===== src/inc/isc_pkg.sv =====
// constants, register map and state type of the i2c slave control block
//
// Behaviour
// - bit 14 gates slave transmit dma requests
// - bit 13 gates slave receive dma requests
// - bit 12 lets restart flag raise interrupt
// - bit 10 lets transmit request raise interrupt
// - bit 9 lets receive request raise interrupt
// - bit 8 lets stop detection raise interrupt
// - bit 7 set: next acknowledge slot nacked
// - bit 5: transmit request at direction rise
// - restart flag: restart while matched; clears
// - stop flag: stop after matched start
package isc_pkg;

  // ****************************************************
  // bus and register map
  // ****************************************************
  localparam int unsigned ISC_AW = 32;                 // address width
  localparam int unsigned ISC_DW = 16;                 // register width
  localparam logic [31:0] ISC_OFS_CTL  = 32'h40003428; // slave_control
  localparam logic [31:0] ISC_OFS_STA  = 32'h4000342C; // slave status
  localparam logic [31:0] ISC_OFS_MSK  = 32'h40003430; // interrupt mask
  localparam logic [31:0] ISC_OFS_ADR  = 32'h40003434; // own 7-bit address
  localparam logic [31:0] ISC_OFS_TXD  = 32'h40003438; // transmit byte
  localparam logic [31:0] ISC_OFS_RXD  = 32'h4000343C; // received byte

  // ****************************************************
  // reset values
  // ****************************************************
  localparam logic [15:0] ISC_RST_CTL = 16'h0000;
  localparam logic [15:0] ISC_RST_MSK = 16'h0000;
  localparam logic [6:0]  ISC_RST_ADR = 7'h00;
  localparam logic [7:0]  ISC_RST_TXD = 8'h00;
  localparam logic [15:0] ISC_CTL_WMASK = 16'h7FEF;   // bit 15 read-only, bit 4 read-only

  // ****************************************************
  // control field positions
  // ****************************************************
  localparam int unsigned ISC_C_TXDMA = 14;
  localparam int unsigned ISC_C_RXDMA = 13;
  localparam int unsigned ISC_C_IREP  = 12;
  localparam int unsigned ISC_C_ITX   = 10;
  localparam int unsigned ISC_C_IRX   = 9;
  localparam int unsigned ISC_C_ISTP  = 8;
  localparam int unsigned ISC_C_NACK  = 7;
  localparam int unsigned ISC_C_EARLY = 5;
  localparam int unsigned ISC_C_EN    = 0;

  // ****************************************************
  // status field positions (mask register shares them)
  // ****************************************************
  localparam int unsigned ISC_S_START = 14;
  localparam int unsigned ISC_S_REP   = 13;
  localparam int unsigned ISC_S_STOP  = 10;
  localparam int unsigned ISC_S_RXREQ = 3;
  localparam int unsigned ISC_S_TXREQ = 2;

  // ****************************************************
  // link timing
  // ****************************************************
  localparam int unsigned ISC_BITS_PER_BYTE = 8;

  // slave bit-level states
  typedef enum logic [2:0] {
    ST_IDLE, ST_ADDR, ST_ACK, ST_RXB, ST_TXB, ST_TACK, ST_SKIP
  } isc_state_e;

endpackage : isc_pkg


===== src/inc/isc_evt_if.sv =====
// line events passed from the pin watcher to the slave core
`timescale 1ns/1ps
interface isc_evt_if;
  logic scl_rise;  // serial clock rose
  logic scl_fall;  // serial clock fell
  logic start;     // start or repeated start
  logic stop;      // stop condition
  logic sda;       // synchronised data level

  modport src (output scl_rise, output scl_fall, output start, output stop, output sda);
  modport snk (input scl_rise, input scl_fall, input start, input stop, input sda);
endinterface : isc_evt_if


===== src/verilog/isc_line_watch.sv =====
// pin synchroniser and bus condition detector
`timescale 1ns/1ps
module isc_line_watch (
  input  wire logic i_clk,     // core clock
  input  wire logic i_resetn,  // async reset, active low
  input  wire logic i_scl,     // serial clock pin
  input  wire logic i_sda,     // serial data pin
  isc_evt_if.src    evt        // decoded events
);
  import isc_pkg::*;

  logic [1:0] scl_meta_q;  // stage 0 read only by stage 1
  logic [1:0] sda_meta_q;
  logic       scl_old_q;   // previous synchronised level
  logic       sda_old_q;

  // ****************************************************
  // two-flop synchronisers; idle bus is high
  // ****************************************************
  always_ff @(posedge i_clk or negedge i_resetn) begin
    if (!i_resetn) begin
      scl_meta_q <= 2'h3;
      sda_meta_q <= 2'h3;
    end else begin
      scl_meta_q <= {scl_meta_q[0], i_scl};
      sda_meta_q <= {sda_meta_q[0], i_sda};
    end
  end

  // history stage for edge finding, fed only from stage 1
  always_ff @(posedge i_clk or negedge i_resetn) begin
    if (!i_resetn) begin
      scl_old_q <= 1'b1;
      sda_old_q <= 1'b1;
    end else begin
      scl_old_q <= scl_meta_q[1];
      sda_old_q <= sda_meta_q[1];
    end
  end

  // ****************************************************
  // events: data moving while clock stays high is a condition
  // ****************************************************
  assign evt.scl_rise = scl_meta_q[1] & ~scl_old_q;
  assign evt.scl_fall = ~scl_meta_q[1] & scl_old_q;
  assign evt.start    = scl_meta_q[1] & scl_old_q & sda_old_q & ~sda_meta_q[1];
  assign evt.stop     = scl_meta_q[1] & scl_old_q & ~sda_old_q & sda_meta_q[1];
  assign evt.sda      = sda_meta_q[1];

endmodule : isc_line_watch


===== src/verilog/isc_slave_ctrl.sv =====
// i2c slave core with control, status, mask and data registers
//
// Our own choice: the plain strobed port.
`timescale 1ns/1ps
module isc_slave_ctrl (
  input  wire logic                        i_clk,       // core clock, 250 MHz
  input  wire logic                        i_resetn,    // async reset, active low
  input  wire logic [isc_pkg::ISC_AW-1:0]  i_addr,      // register byte address
  input  wire logic [isc_pkg::ISC_DW-1:0]  i_wdata,     // write data
  input  wire logic                        i_wr,        // write strobe
  input  wire logic                        i_rd,        // read strobe
  output logic      [isc_pkg::ISC_DW-1:0]  o_rdata,     // read data, cycle after i_rd
  input  wire logic                        i_scl,       // serial clock pin
  input  wire logic                        i_sda,       // serial data pin input
  output logic                             o_sda,       // serial data pin output
  output logic                             o_sda_oe,    // high while pulling data low
  output logic                             o_irq,       // slave interrupt, level
  output logic                             o_tx_dma_req, // transmit dma request
  output logic                             o_rx_dma_req  // receive dma request
);
  import isc_pkg::*;

  // ****************************************************
  // declarations
  // ****************************************************
  isc_evt_if  evt ();            // line events
  isc_state_e state_q;           // bit-level state
  logic [2:0] cnt_q;             // bit counter in a byte
  logic [7:0] sh_q;              // shift register
  logic       rw_q;              // direction of current transfer
  logic       ack_q;             // we acknowledge this slot
  logic       ackph_q;           // second half of acknowledge slot
  logic       mack_q;            // master acked our byte
  logic       oe_q;              // pulling data line low
  logic       sda_q;             // data output level, always low
  logic [15:0] ctl_q;            // slave_control
  logic [15:0] msk_q;            // interrupt mask
  logic [6:0] adr_q;             // own address
  logic [7:0] txd_q;             // byte to send
  logic [7:0] rxd_q;             // last byte received
  logic       match_q;           // start with matching address seen
  logic       rep_q;             // restart_seen_flag
  logic       stp_q;             // stop flag
  logic       txr_q;             // transmit request pending
  logic       rxr_q;             // receive request pending
  logic [15:0] rd_q;             // read data register
  logic       irq_q;
  logic       txdma_q;
  logic       rxdma_q;
  logic       bus_on;            // slave enabled
  logic       addr_done;         // eighth address bit sampled
  logic       addr_hit;          // address matches ours
  logic       rx_done;           // eighth data bit received
  logic       tx_load;           // shifter loaded with next byte
  logic       ev_rep;            // restart while matched
  logic       ev_stp;            // stop while matched
  logic       rd_sta;            // status read this cycle
  logic [15:0] sta_c;            // assembled status
  logic [15:0] en_c;             // control enables at status positions

  isc_line_watch u_watch (
    .i_clk    (i_clk),
    .i_resetn (i_resetn),
    .i_scl    (i_scl),
    .i_sda    (i_sda),
    .evt      (evt)
  );

  // decode: is this address selected by a strobe
  function automatic logic hit(input logic [ISC_AW-1:0] a, input logic [31:0] ofs);
    hit = (a == ofs);
  endfunction : hit

  // ****************************************************
  // event terms shared by several processes
  // ****************************************************
  assign bus_on    = ctl_q[ISC_C_EN];
  assign addr_done = (state_q == ST_ADDR) && evt.scl_rise && (cnt_q == 3'(ISC_BITS_PER_BYTE - 1));
  assign addr_hit  = (sh_q[6:0] == adr_q);
  assign rx_done   = (state_q == ST_RXB) && evt.scl_rise && (cnt_q == 3'(ISC_BITS_PER_BYTE - 1));
  assign tx_load   = (state_q == ST_ACK) && evt.scl_fall && ackph_q && ack_q && rw_q
                   || (state_q == ST_TACK) && evt.scl_fall && mack_q;
  assign ev_rep    = evt.start && match_q;
  assign ev_stp    = evt.stop && match_q;
  assign rd_sta    = i_rd && hit(i_addr, ISC_OFS_STA);

  // ****************************************************
  // bit-level slave state machine
  // ****************************************************
  // start and stop override any state so a confused master cannot lock us up
  always_ff @(posedge i_clk or negedge i_resetn) begin
    if (!i_resetn) begin
      state_q <= ST_IDLE;
      cnt_q   <= 3'h0;
      sh_q    <= 8'h00;
      rw_q    <= 1'b0;
      ack_q   <= 1'b0;
      ackph_q <= 1'b0;
      mack_q  <= 1'b0;
      oe_q    <= 1'b0;
    end else if (!bus_on || evt.stop) begin
      state_q <= ST_IDLE;
      oe_q    <= 1'b0;
    end else if (evt.start) begin
      state_q <= ST_ADDR;
      cnt_q   <= 3'h0;
      oe_q    <= 1'b0;
    end else begin
      unique case (state_q)
        ST_IDLE, ST_SKIP: begin
          oe_q <= 1'b0;               // wait for next condition
        end
        ST_ADDR: begin
          if (evt.scl_rise) begin
            sh_q  <= {sh_q[6:0], evt.sda};
            cnt_q <= cnt_q + 3'h1;
          end
          if (addr_done) begin
            rw_q    <= evt.sda;
            ackph_q <= 1'b0;
            ack_q   <= addr_hit && !ctl_q[ISC_C_NACK];
            state_q <= addr_hit ? ST_ACK : ST_SKIP;
          end
        end
        ST_ACK: begin
          if (evt.scl_fall && !ackph_q) begin
            oe_q    <= ack_q;         // hold data low for the ack bit
            ackph_q <= 1'b1;
          end else if (evt.scl_fall) begin
            cnt_q <= 3'h0;
            if (!ack_q) begin
              oe_q    <= 1'b0;
              state_q <= ST_SKIP;     // nacked: ignore rest of frame
            end else if (rw_q) begin
              sh_q    <= txd_q;
              oe_q    <= ~txd_q[7];
              state_q <= ST_TXB;
            end else begin
              oe_q    <= 1'b0;
              state_q <= ST_RXB;
            end
          end
        end
        ST_RXB: begin
          if (evt.scl_rise) begin
            sh_q  <= {sh_q[6:0], evt.sda};
            cnt_q <= cnt_q + 3'h1;
          end
          if (rx_done) begin
            ackph_q <= 1'b0;
            ack_q   <= !ctl_q[ISC_C_NACK];
            state_q <= ST_ACK;
          end
        end
        ST_TXB: begin
          if (evt.scl_fall && cnt_q == 3'(ISC_BITS_PER_BYTE - 1)) begin
            oe_q    <= 1'b0;          // release for master's ack bit
            state_q <= ST_TACK;
          end else if (evt.scl_fall) begin
            sh_q  <= {sh_q[6:0], 1'b0};
            oe_q  <= ~sh_q[6];
            cnt_q <= cnt_q + 3'h1;
          end
        end
        ST_TACK: begin
          if (evt.scl_rise) begin
            mack_q <= ~evt.sda;       // low means master wants more
          end
          if (evt.scl_fall) begin
            cnt_q   <= 3'h0;
            sh_q    <= txd_q;
            oe_q    <= mack_q & ~txd_q[7];
            state_q <= mack_q ? ST_TXB : ST_SKIP;
          end
        end
      endcase
    end
  end

  // data output is open drain: level stays low, only enable moves
  always_ff @(posedge i_clk or negedge i_resetn) begin
    if (!i_resetn) begin
      sda_q <= 1'b0;
    end else begin
      sda_q <= 1'b0;
    end
  end

  // ****************************************************
  // software registers
  // ****************************************************
  // control: reserved bits kept as written, software keeps them zero
  always_ff @(posedge i_clk or negedge i_resetn) begin
    if (!i_resetn) begin
      ctl_q <= ISC_RST_CTL;
    end else if (i_wr && hit(i_addr, ISC_OFS_CTL)) begin
      ctl_q <= i_wdata & ISC_CTL_WMASK;
    end
  end

  // mask and own address
  always_ff @(posedge i_clk or negedge i_resetn) begin
    if (!i_resetn) begin
      msk_q <= ISC_RST_MSK;
      adr_q <= ISC_RST_ADR;
    end else if (i_wr) begin
      if (hit(i_addr, ISC_OFS_MSK)) begin
        msk_q <= i_wdata;
      end
      if (hit(i_addr, ISC_OFS_ADR)) begin
        adr_q <= i_wdata[6:0];
      end
    end
  end

  // transmit byte and receive byte
  always_ff @(posedge i_clk or negedge i_resetn) begin
    if (!i_resetn) begin
      txd_q <= ISC_RST_TXD;
      rxd_q <= 8'h00;
    end else begin
      if (i_wr && hit(i_addr, ISC_OFS_TXD)) begin
        txd_q <= i_wdata[7:0];
      end
      if (rx_done) begin
        rxd_q <= {sh_q[6:0], evt.sda};
      end
    end
  end

  // ****************************************************
  // status flags; a hardware set beats a clear
  // ****************************************************
  // matched start: dropped by any start or stop, raised on hit
  always_ff @(posedge i_clk or negedge i_resetn) begin
    if (!i_resetn) begin
      match_q <= 1'b0;
    end else if (!bus_on || evt.start || evt.stop) begin
      match_q <= 1'b0;
    end else if (addr_done && addr_hit) begin
      match_q <= 1'b1;
    end
  end

  // restart flag: read or stop clears it
  always_ff @(posedge i_clk or negedge i_resetn) begin
    if (!i_resetn) begin
      rep_q <= 1'b0;
    end else if (ev_rep) begin
      rep_q <= 1'b1;
    end else if (rd_sta || evt.stop) begin
      rep_q <= 1'b0;
    end
  end

  // stop flag: status read clears it
  always_ff @(posedge i_clk or negedge i_resetn) begin
    if (!i_resetn) begin
      stp_q <= 1'b0;
    end else if (ev_stp) begin
      stp_q <= 1'b1;
    end else if (rd_sta) begin
      stp_q <= 1'b0;
    end
  end

  // transmit request: default when a byte goes into the shifter, early at direction bit
  always_ff @(posedge i_clk or negedge i_resetn) begin
    if (!i_resetn) begin
      txr_q <= 1'b0;
    end else if (addr_done && addr_hit && evt.sda && ctl_q[ISC_C_EARLY]) begin
      txr_q <= 1'b1;
    end else if (tx_load) begin
      txr_q <= 1'b1;
    end else if (i_wr && hit(i_addr, ISC_OFS_TXD)) begin
      txr_q <= 1'b0;
    end
  end

  // receive request: byte waiting until the receive register is read
  always_ff @(posedge i_clk or negedge i_resetn) begin
    if (!i_resetn) begin
      rxr_q <= 1'b0;
    end else if (rx_done) begin
      rxr_q <= 1'b1;
    end else if (i_rd && hit(i_addr, ISC_OFS_RXD)) begin
      rxr_q <= 1'b0;
    end
  end

  // ****************************************************
  // status assembly, interrupt and dma
  // ****************************************************
  always_comb begin
    sta_c              = 16'h0000;
    sta_c[ISC_S_START] = match_q;
    sta_c[ISC_S_REP]   = rep_q;
    sta_c[ISC_S_STOP]  = stp_q;
    sta_c[ISC_S_RXREQ] = rxr_q;
    sta_c[ISC_S_TXREQ] = txr_q;
    en_c               = 16'h0000;
    en_c[ISC_S_REP]    = ctl_q[ISC_C_IREP];
    en_c[ISC_S_TXREQ]  = ctl_q[ISC_C_ITX];
    en_c[ISC_S_RXREQ]  = ctl_q[ISC_C_IRX];
    en_c[ISC_S_STOP]   = ctl_q[ISC_C_ISTP];
  end

  // one level output; costs a cycle of latency but comes from a flop
  always_ff @(posedge i_clk or negedge i_resetn) begin
    if (!i_resetn) begin
      irq_q <= 1'b0;
    end else begin
      irq_q <= |(sta_c & en_c & msk_q);
    end
  end

  // dma requests follow the pending flags while enabled
  always_ff @(posedge i_clk or negedge i_resetn) begin
    if (!i_resetn) begin
      txdma_q <= 1'b0;
      rxdma_q <= 1'b0;
    end else begin
      txdma_q <= txr_q && ctl_q[ISC_C_TXDMA];
      rxdma_q <= rxr_q && ctl_q[ISC_C_RXDMA];
    end
  end

  // ****************************************************
  // read port: data stand in the cycle after the strobe
  // ****************************************************
  always_ff @(posedge i_clk or negedge i_resetn) begin
    if (!i_resetn) begin
      rd_q <= 16'h0000;
    end else if (i_rd) begin
      if (hit(i_addr, ISC_OFS_CTL)) begin
        rd_q <= ctl_q;
      end else if (hit(i_addr, ISC_OFS_STA)) begin
        rd_q <= sta_c;
      end else if (hit(i_addr, ISC_OFS_MSK)) begin
        rd_q <= msk_q;
      end else if (hit(i_addr, ISC_OFS_ADR)) begin
        rd_q <= {9'h000, adr_q};
      end else if (hit(i_addr, ISC_OFS_TXD)) begin
        rd_q <= {8'h00, txd_q};
      end else if (hit(i_addr, ISC_OFS_RXD)) begin
        rd_q <= {8'h00, rxd_q};
      end else begin
        rd_q <= 16'h0000;             // unmapped reads as zero
      end
    end else begin
      rd_q <= 16'h0000;
    end
  end

  assign o_rdata      = rd_q;
  assign o_sda        = sda_q;
  assign o_sda_oe     = oe_q;
  assign o_irq        = irq_q;
  assign o_tx_dma_req = txdma_q;
  assign o_rx_dma_req = rxdma_q;

endmodule : isc_slave_ctrl


===== config.mk =====
export PLATFORM = sky130hd
export DESIGN_NAME = isc_slave_ctrl
export DESIGN_NICKNAME = d
export VERILOG_FILES = /design/src/inc/isc_pkg.sv /design/src/inc/isc_evt_if.sv /design/src/verilog/isc_line_watch.sv /design/src/verilog/isc_slave_ctrl.sv
export SDC_FILE = /design/constraint.sdc
export NUM_CORES = 1
export LEC_CHECK = 0
export ABC_AREA = 1
export BUFFER_PORTS_ARGS = -buffer_cell sky130_fd_sc_hd__buf_4
export CAP_MARGIN = 20
export CORE_ASPECT_RATIO = 0.75
export CORE_UTILIZATION = 30
export CTS_CLUSTER_SIZE = 28
export DETAILED_ROUTE_END_ITERATION = 7
export PLACE_DENSITY = 0.56
export RECOVER_POWER = 50
export REMOVE_ABC_BUFFERS = 1
export SETUP_SLACK_MARGIN = 0.5
export SKIP_LAST_GASP = 1
export SYNTH_ARGS = -nofsm -noshare
export SYNTH_HDL_FRONTEND = slang
export SYNTH_HIERARCHICAL = 1
export SYNTH_SLANG_ARGS = --single-unit
export TNS_END_PERCENT = 5

===== constraint.sdc =====
create_clock -name i_clk -period 2.4 [get_ports i_clk]
set_input_delay 0.48 -clock i_clk [delete_from_list [all_inputs] [get_ports i_clk]]
set_output_delay 0.48 -clock i_clk [all_outputs]
set_load 0.05 [all_outputs]

; Word-level counts from Yosys, hierarchy flattened
; Cells that the tools add are included.
[op_classes]
addsub = 1
n_mul = 0
div_mod_pow = 0
n_lt_le_gt_ge = 0
n_eq_ne = 37
shift = 0
muxes = 64
n_bitwise = 18
n_reduce_logical = 57
[op_table]
columns = operator, n
row1 = 32-bit by 31-bit == test with 1-bit output (second input constant), 6
row2 = 16-bit two-way mux, 4
row3 = 7-bit two-way mux, 8
row4 = 3-bit two-way mux, 17
row5 = 7-bit one-hot mux with 4 select lines, 1
row6 = 1-bit two-way mux, 25
row7 = 1-bit logical AND, 24
row8 = 8-bit two-way mux, 3
row9 = 2-bit inequality test (second input constant), 9
row10 = 15-bit by 16-bit bitwise AND with 16-bit output, 1
row11 = 4-bit by 3-bit inequality test with 1-bit output (second input constant), 4
row12 = 16-bit OR reduction, 1
row13 = 15-bit by 14-bit bitwise AND with 15-bit output, 1
row14 = 3-bit one-hot mux with 5 select lines, 1
row15 = 3-bit == test (second input constant), 4
row16 = 3-bit one-hot mux with 4 select lines, 1
row17 = 4-bit AND reduction, 3
row18 = 6-bit AND reduction, 2
row19 = 11-bit AND reduction, 1
row20 = 2-bit nonzero test, 5
row21 = 3-bit inequality test (second input constant), 3
row22 = 1-bit bitwise AND, 8
row23 = 4-bit inequality test (second input constant), 2
row24 = 1-bit inverter, 8
row25 = other kinds (24), 35
[word_totals]
reg_bits = 101
latchBits = 0
ramBits = 0
romBits = 0
in_bits = 54
out_inout_bits = 21
elab_cells = 203
n_memories = 0

; Logic depth before layout (Yosys ltp)
[logic_depth]
ltp_word = 9
ltp_mapped = 13
depth_no_buf = 12

; Modules after synthesis
; Netlist, hierarchy kept.
[modules_own_cells]
columns = mod, n_inst, cells_each, area_each_um2, seq_area_each_um2
row1 = isc_slave_ctrl, 1, 599, 4839.6, 2377.3
row2 = isc_line_watch, 1, 17, 198.9, 157.7

; Worst setup path after synthesis
; Ideal clock, no wire load.
[synth_path]
path_kind = register to register
startpoint = register u_watch.sda_meta_q[1]
endpoint = register sh_q[4]
setup_time_ns = 0.083
arrival_ns = 1.691
required_ns = 2.317
slack_ns = 0.627
stages_incl_launch_ff = 13
path_buffers = 2
period_less_slack_ns = 1.773
path_cell_list = dfstp_2 inv_1 nand2_1 nor2_1 clkbuf_1 nor2_2 o21ai_0 a21oi_1 nand2_1 inv_2 buf_6 o211ai_1 o21ai_0
[synth_between]
elab_chain_len = 4
elab_cells_between_ends = 7
classes_between = bitwise (5) / reduce/logical (2)
[synth_rtl]
columns = element, line_no
row1 = start: declaration, isc_line_watch.sv:13  ; logic [1:0] sda_meta_q;
row2 = start signal: assignment, isc_line_watch.sv:26  ; sda_meta_q <= {sda_meta_q[0], i_sda};
row3 = 1-bit inverter, isc_line_watch.sv:46  ; assign evt.start = scl_meta_q[1] & scl_old_q & sda_old_q & ~sda_meta_q[1];
row4 = 1-bit bitwise AND, isc_line_watch.sv:46
row5 = net evt.start, isc_evt_if.sv:6  ; logic start;
row6 = 1-bit inverter (no line), -
row7 = 11-bit AND reduction (no line), -
row8 = end signal: assignment, isc_slave_ctrl.sv:115  ; sh_q <= {sh_q[6:0], evt.sda};
row9 = end signal: assignment, isc_slave_ctrl.sv:135  ; sh_q <= txd_q;
row10 = end signal: assignment, isc_slave_ctrl.sv:146  ; sh_q <= {sh_q[6:0], evt.sda};
row11 = end: declaration, isc_slave_ctrl.sv:29  ; logic [7:0] sh_q;
; The timed path passes the listed nets, and every way through them passes these cells.
; A chain may end at the register's enable or synchronous reset.

; Final worst setup path
[layout_path]
startpoint = register u_watch.sda_old_q
endpoint = register sh_q[6]
[layout_between]
elab_chain_len = 6
elab_cells_between_ends = 9
classes_between = bitwise (7) / reduce/logical (2)
[layout_rtl]
columns = element, line_no
row1 = start: declaration, isc_line_watch.sv:15  ; logic sda_old_q;
row2 = start signal: assignment, isc_line_watch.sv:37  ; sda_old_q <= sda_meta_q[1];
row3 = 1-bit inverter, isc_line_watch.sv:47  ; assign evt.stop = scl_meta_q[1] & scl_old_q & ~sda_old_q & sda_meta_q[1];
row4 = 1-bit bitwise AND (2 in series), isc_line_watch.sv:47
row5 = net evt.stop, isc_evt_if.sv:7  ; logic stop;
row6 = 1-bit logical OR, isc_slave_ctrl.sv:101  ; end else if (!bus_on || evt.stop) begin
row7 = 1-bit inverter (no line), -
row8 = 11-bit AND reduction (no line), -
; The timed path passes the listed nets, and every way through them passes these cells.

==> metrics.md <==
| Metric | Value |
|---|---|
| Post-CTS setup buffer count | `0` |
| Drt drc | `0` |
| Max-slew violations | `34` |
| Post-Synth Simple-Gate Area | `0.247` |
| Synth area leaders | `dfrtp_1, nand2_1, o21ai_0` |
| Fill count | `1733` |
| Max-Cap Viols | `1` |
| Gate Count Post-Synth | `slightly above 600` |
| EDFF count, synth | `0` |
| Pin count of the biggest net entering global routing | `43` |
| H-tree Lvls | `3` |
| Synth async-reset ratio | `1.00` |
| Largest family of logic cells by synthesized area | `simple AND/OR/NAND/NOR gates` |
| CTS Sinks | `101` |
| Final TNS setup | `0 ns` |
| Total global-route track usage | `0.162` |
| Final worst-path cycle share | `0.777` |
| Critical path, cell by cell | `inv_1 > nand2_1 > nor2_1 > inv_1 > nand2_2 > nor2_2 > o21ai_0 > a21oi_1 > nand2_1 > inv_4 > o211ai_1 > o21ai_0` |
| IO Count | `75` |
| Worst r2r dst | `sh_q[6]$_DFFE_PN0P_` |
| Logic gate share of total power | `0.055` |
| Synth Area in Compound Gates | `0.146` |
| Skew-Pair Late Insertion Delay | `0.34 ns` |
| Maximum VDD drop | `0.301 mV` |
| Static Leakage | `0.00314 uW` |
| Synthesized flop and latch total | `101` |
| Fin crit period | `1.87 ns` |
| Chip Height | `114 um` |
| XOR/XNOR Fraction of Synth Area | `0.0122` |
| Vias per inst | `4.65` |
| Chip width | `roughly 150 um` |
| Clock root buffer | `clkbuf_16` |
| Area share of fa/ha/maj cells after synthesis | `0.00993` |
| Final setup viols | `0` |
| DRT antenna net count | `0` |
| Area Growth Syn to Fin | `21.4%` |
| Share of post-route cells with drive strength above 1 | `0.215` |
| Register area | `2530 um2` |
| WHS | `roughly 0.24 ns` |
| Vias in the first global route | `3998` |
| Synthesized cell area | `5040 um2` |
| Post-synth top area cell | `dfrtp_1` |
| Failing checks | `capacitance limit, slew limit` |
| Syn_area_per_cell | `~8.2 um2` |
| CP top delay family | `flip-flops` |
| Die footprint | `17300 um2` |
| Crit-path slowest cell | `dfstp_2` |
| Post-synthesis mux area share | `0` |
| Final Hold Vio Count | `0` |
| Critical Path End | `sh_q[6]$_DFFE_PN0P_` |
| Area occupied by multi-input gates | `2100 um2` |
| Initial antenna violation count | `0` |
| Synth unique cells | `39` |
| Critical Path Start | `u_watch/sda_old_q$_DFF_PN1_` |
| Top FF cell, synth | `dfrtp_1` |
| RSZ-0062 raised after global routing | `true` |
| Critical Path Stages | `12` |
| Core area | `16200 um2` |
| Cell Rows | `40` |
| Reg power frac | `0.508` |
| P per Cell Area | `552 nW/um2` |
| GRT overflow | `0` |
| Share of the synthesized area in the top cell type | `0.472` |
| Post-DP HPWL | `9820 um` |
| Sw Pwr | `756 uW` |
| CP peak stage delay | `0.53 ns` |
| Crit path kind | `flip-flop to flip-flop` |
| Status | `finished with violations` |
| CP endpoint kind | `flip-flop` |
| Hold WC Path Type | `input pin to flip-flop` |
| Initial Utilization | `0.311` |
| Clock Pin Slew Worst Setup and Hold Paths | `0.07 ns` |
| Sequential element share of the synthesized area | `0.503` |
| Avg WL per Cell | `14.4 um` |
| Clock skew | `0.00564 ns` |
| CTS max path bufs | `2` |
| Startpoint Class | `flip-flop` |
| Bufs and invs on worst path | `3` |
| Slew @ Worst Pin | `between 1.5 and 2 ns` |
| Drt first pass iters | `5` |
| Routability cong. | `around 0.88` |
| Antenna cell count | `0` |
| CP required | `2.66 ns` |
| Routed WL | `13100 um` |
| Switching share of power | `0.224` |
| Final net count | `753` |
| Internal | `2620 uW` |
| 1st-iter DRT viols | `286` |
| Vias after detailed routing | `4227` |
| Num CTS Buffers | `9` |
| FF-to-FF setup slack | `0.53 ns` |
| First-pass GRT wire length | `21400 um` |
| Clock power frac | `0.437` |
| Port-buffer cells | `73` |
| CTS tree | `done` |
| RR Startpoint | `u_watch/sda_old_q$_DFF_PN1_` |
| Worst EP arrival | `2.13 ns` |
| Relative slew slack | `-0.281` |
| Syn. warnings | `6` |
| Max Clock Freq | `0.536 GHz` |
| Crit-path max FO | `14` |
| Worst R2R Path Depth | `12` |
[layout make-up]
type	count	area share
inverters	77	0.0483
multi-input cells	424	0.344
clock buffers	10	0.0391
well taps	210	0.0430
flip-flops and latches	101	0.414
repair buffers	82	0.101
clock inverters	5	0.0100
[kinds of logic (layout without fill, tap and decap cells)]
logic type                 Yosys count  after routing
adders and majority gates            4              4
other                                1              1
buffers and inverters               91            174
xor gates and xnor gates             7              7
DFF                                101            101
and+or+nand+nor                    284            284
AOI/OAI and AO/OA                  128            128
[power groups by stage]
| stage | combinational, uW | sequential (uW) | clock, uW |
|---|---|---|---|
| floorplan | 53.4 | 1750 | 0 |
| global placement | 188 | 1750 | 0 |
| detailed placement | 188 | 1750 | 0 |
| CTS | 188 | 1720 | 1520 |
| global route | 209 | 1720 | 1590 |
| finish | 185 | 1720 | 1480 |
[worst reg2reg max path, delay by kind of cell, from the launching register on]
family | cells | cell delay [ns]
simple gates | 5 | 0.43
flops | 1 | 0.53
compound gates | 4 | 0.52
buf+inv | 3 | 0.32
[Yosys cell counts, drive strengths merged (3+ instances only)]
library cell    n
ha              4
inv            73
xor2            5
clkbuf          3
or2             5
clkinv          4
nand4           3
o21ai         100
nand3          40
dfstp           6
nand2         165
a21oi          12
nor3            6
nor2           64
o211ai          8
buf            11
dfrtp          95
[repair_timing]
action                     CTS  global route
hold buffers                 0             0
setup endpoints to repair    2            28
resized for setup            2             2
[routing by layer]
layer	up-vias	part of all wire	track usage	wire length [um]
met5	-	0	0	0
met4	0	0.010	0.0409	137
met3	11	0.043	0.0382	556
met2	102	0.42	0.225	5430
met1	1972	0.53	0.247	6940
li1	2142	-	-	-
[sequential cells by signal, summed over array words and instances (netlist names), 2 cells and up]
signal,count
u_watch/sda_meta_q,2
o_rdata,16
state_q,3
msk_q,16
u_watch/scl_meta_q,2
ctl_q,14
adr_q,7
rxd_q,8
sh_q,7
txd_q,8
cnt_q,3
[how the worst min path moves through the flow]
stage,to,from,slack (ns),cells after the start
floorplan,ack_q$_DFFE_PN0P_,i_resetn,0.18,0
global placement,u_watch/scl_meta_q[1]$_DFF_PN1_,u_watch/scl_meta_q[0]$_DFF_PN1_,0.35,0
detailed placement,u_watch/sda_meta_q[1]$_DFF_PN1_,u_watch/sda_meta_q[0]$_DFF_PN1_,0.35,0
CTS,txd_q[5]$_DFFE_PN0P_,i_resetn,0.1,1
global route,u_watch/scl_meta_q[0]$_DFF_PN1_,i_scl,0.22,1
finish,u_watch/scl_meta_q[0]$_DFF_PN1_,i_scl,0.24,1
[stage by stage]
step / instances / power, uW / instance area [um2] / setup WS [ns] / util
after floorplan: 602 / 1800 / 4920 / 0.599 / -
after global placement: 894 / 1940 / 5810 / 0.281 / 0.358
after detailed placement: 894 / 1940 / 5810 / 0.196 / 0.358
after CTS: 909 / 3430 / 6120 / 0.518 / 0.377
after global routing: 909 / 3510 / 6120 / 0.179 / 0.377
final: 909 / 3380 / 6120 / 0.534 / 0.377
[layout by cell type, fill, tap and decap left out, types with 3 or more instances in the layout]
| cell | instances |
|---|---|
| a21oi_1 | 12 |
| buf_4 | 76 |
| clkbuf_16 | 9 |
| clkinv_2 | 3 |
| clkinvlp_4 | 3 |
| dfrtp_1 | 95 |
| dfstp_2 | 4 |
| ha_1 | 4 |
| inv_1 | 66 |
| inv_2 | 6 |
| nand2_1 | 151 |
| nand2_2 | 8 |
| nand2_4 | 6 |
| nand3_1 | 39 |
| nand4_1 | 3 |
| nor2_1 | 57 |
| nor2_2 | 5 |
| nor3_1 | 6 |
| o211ai_1 | 8 |
| o21ai_0 | 56 |
| o21ai_1 | 30 |
| o21ai_2 | 13 |
| or2_2 | 5 |
| xor2_1 | 5 |
No activity file was read; power rests on OpenSTA's default activity.
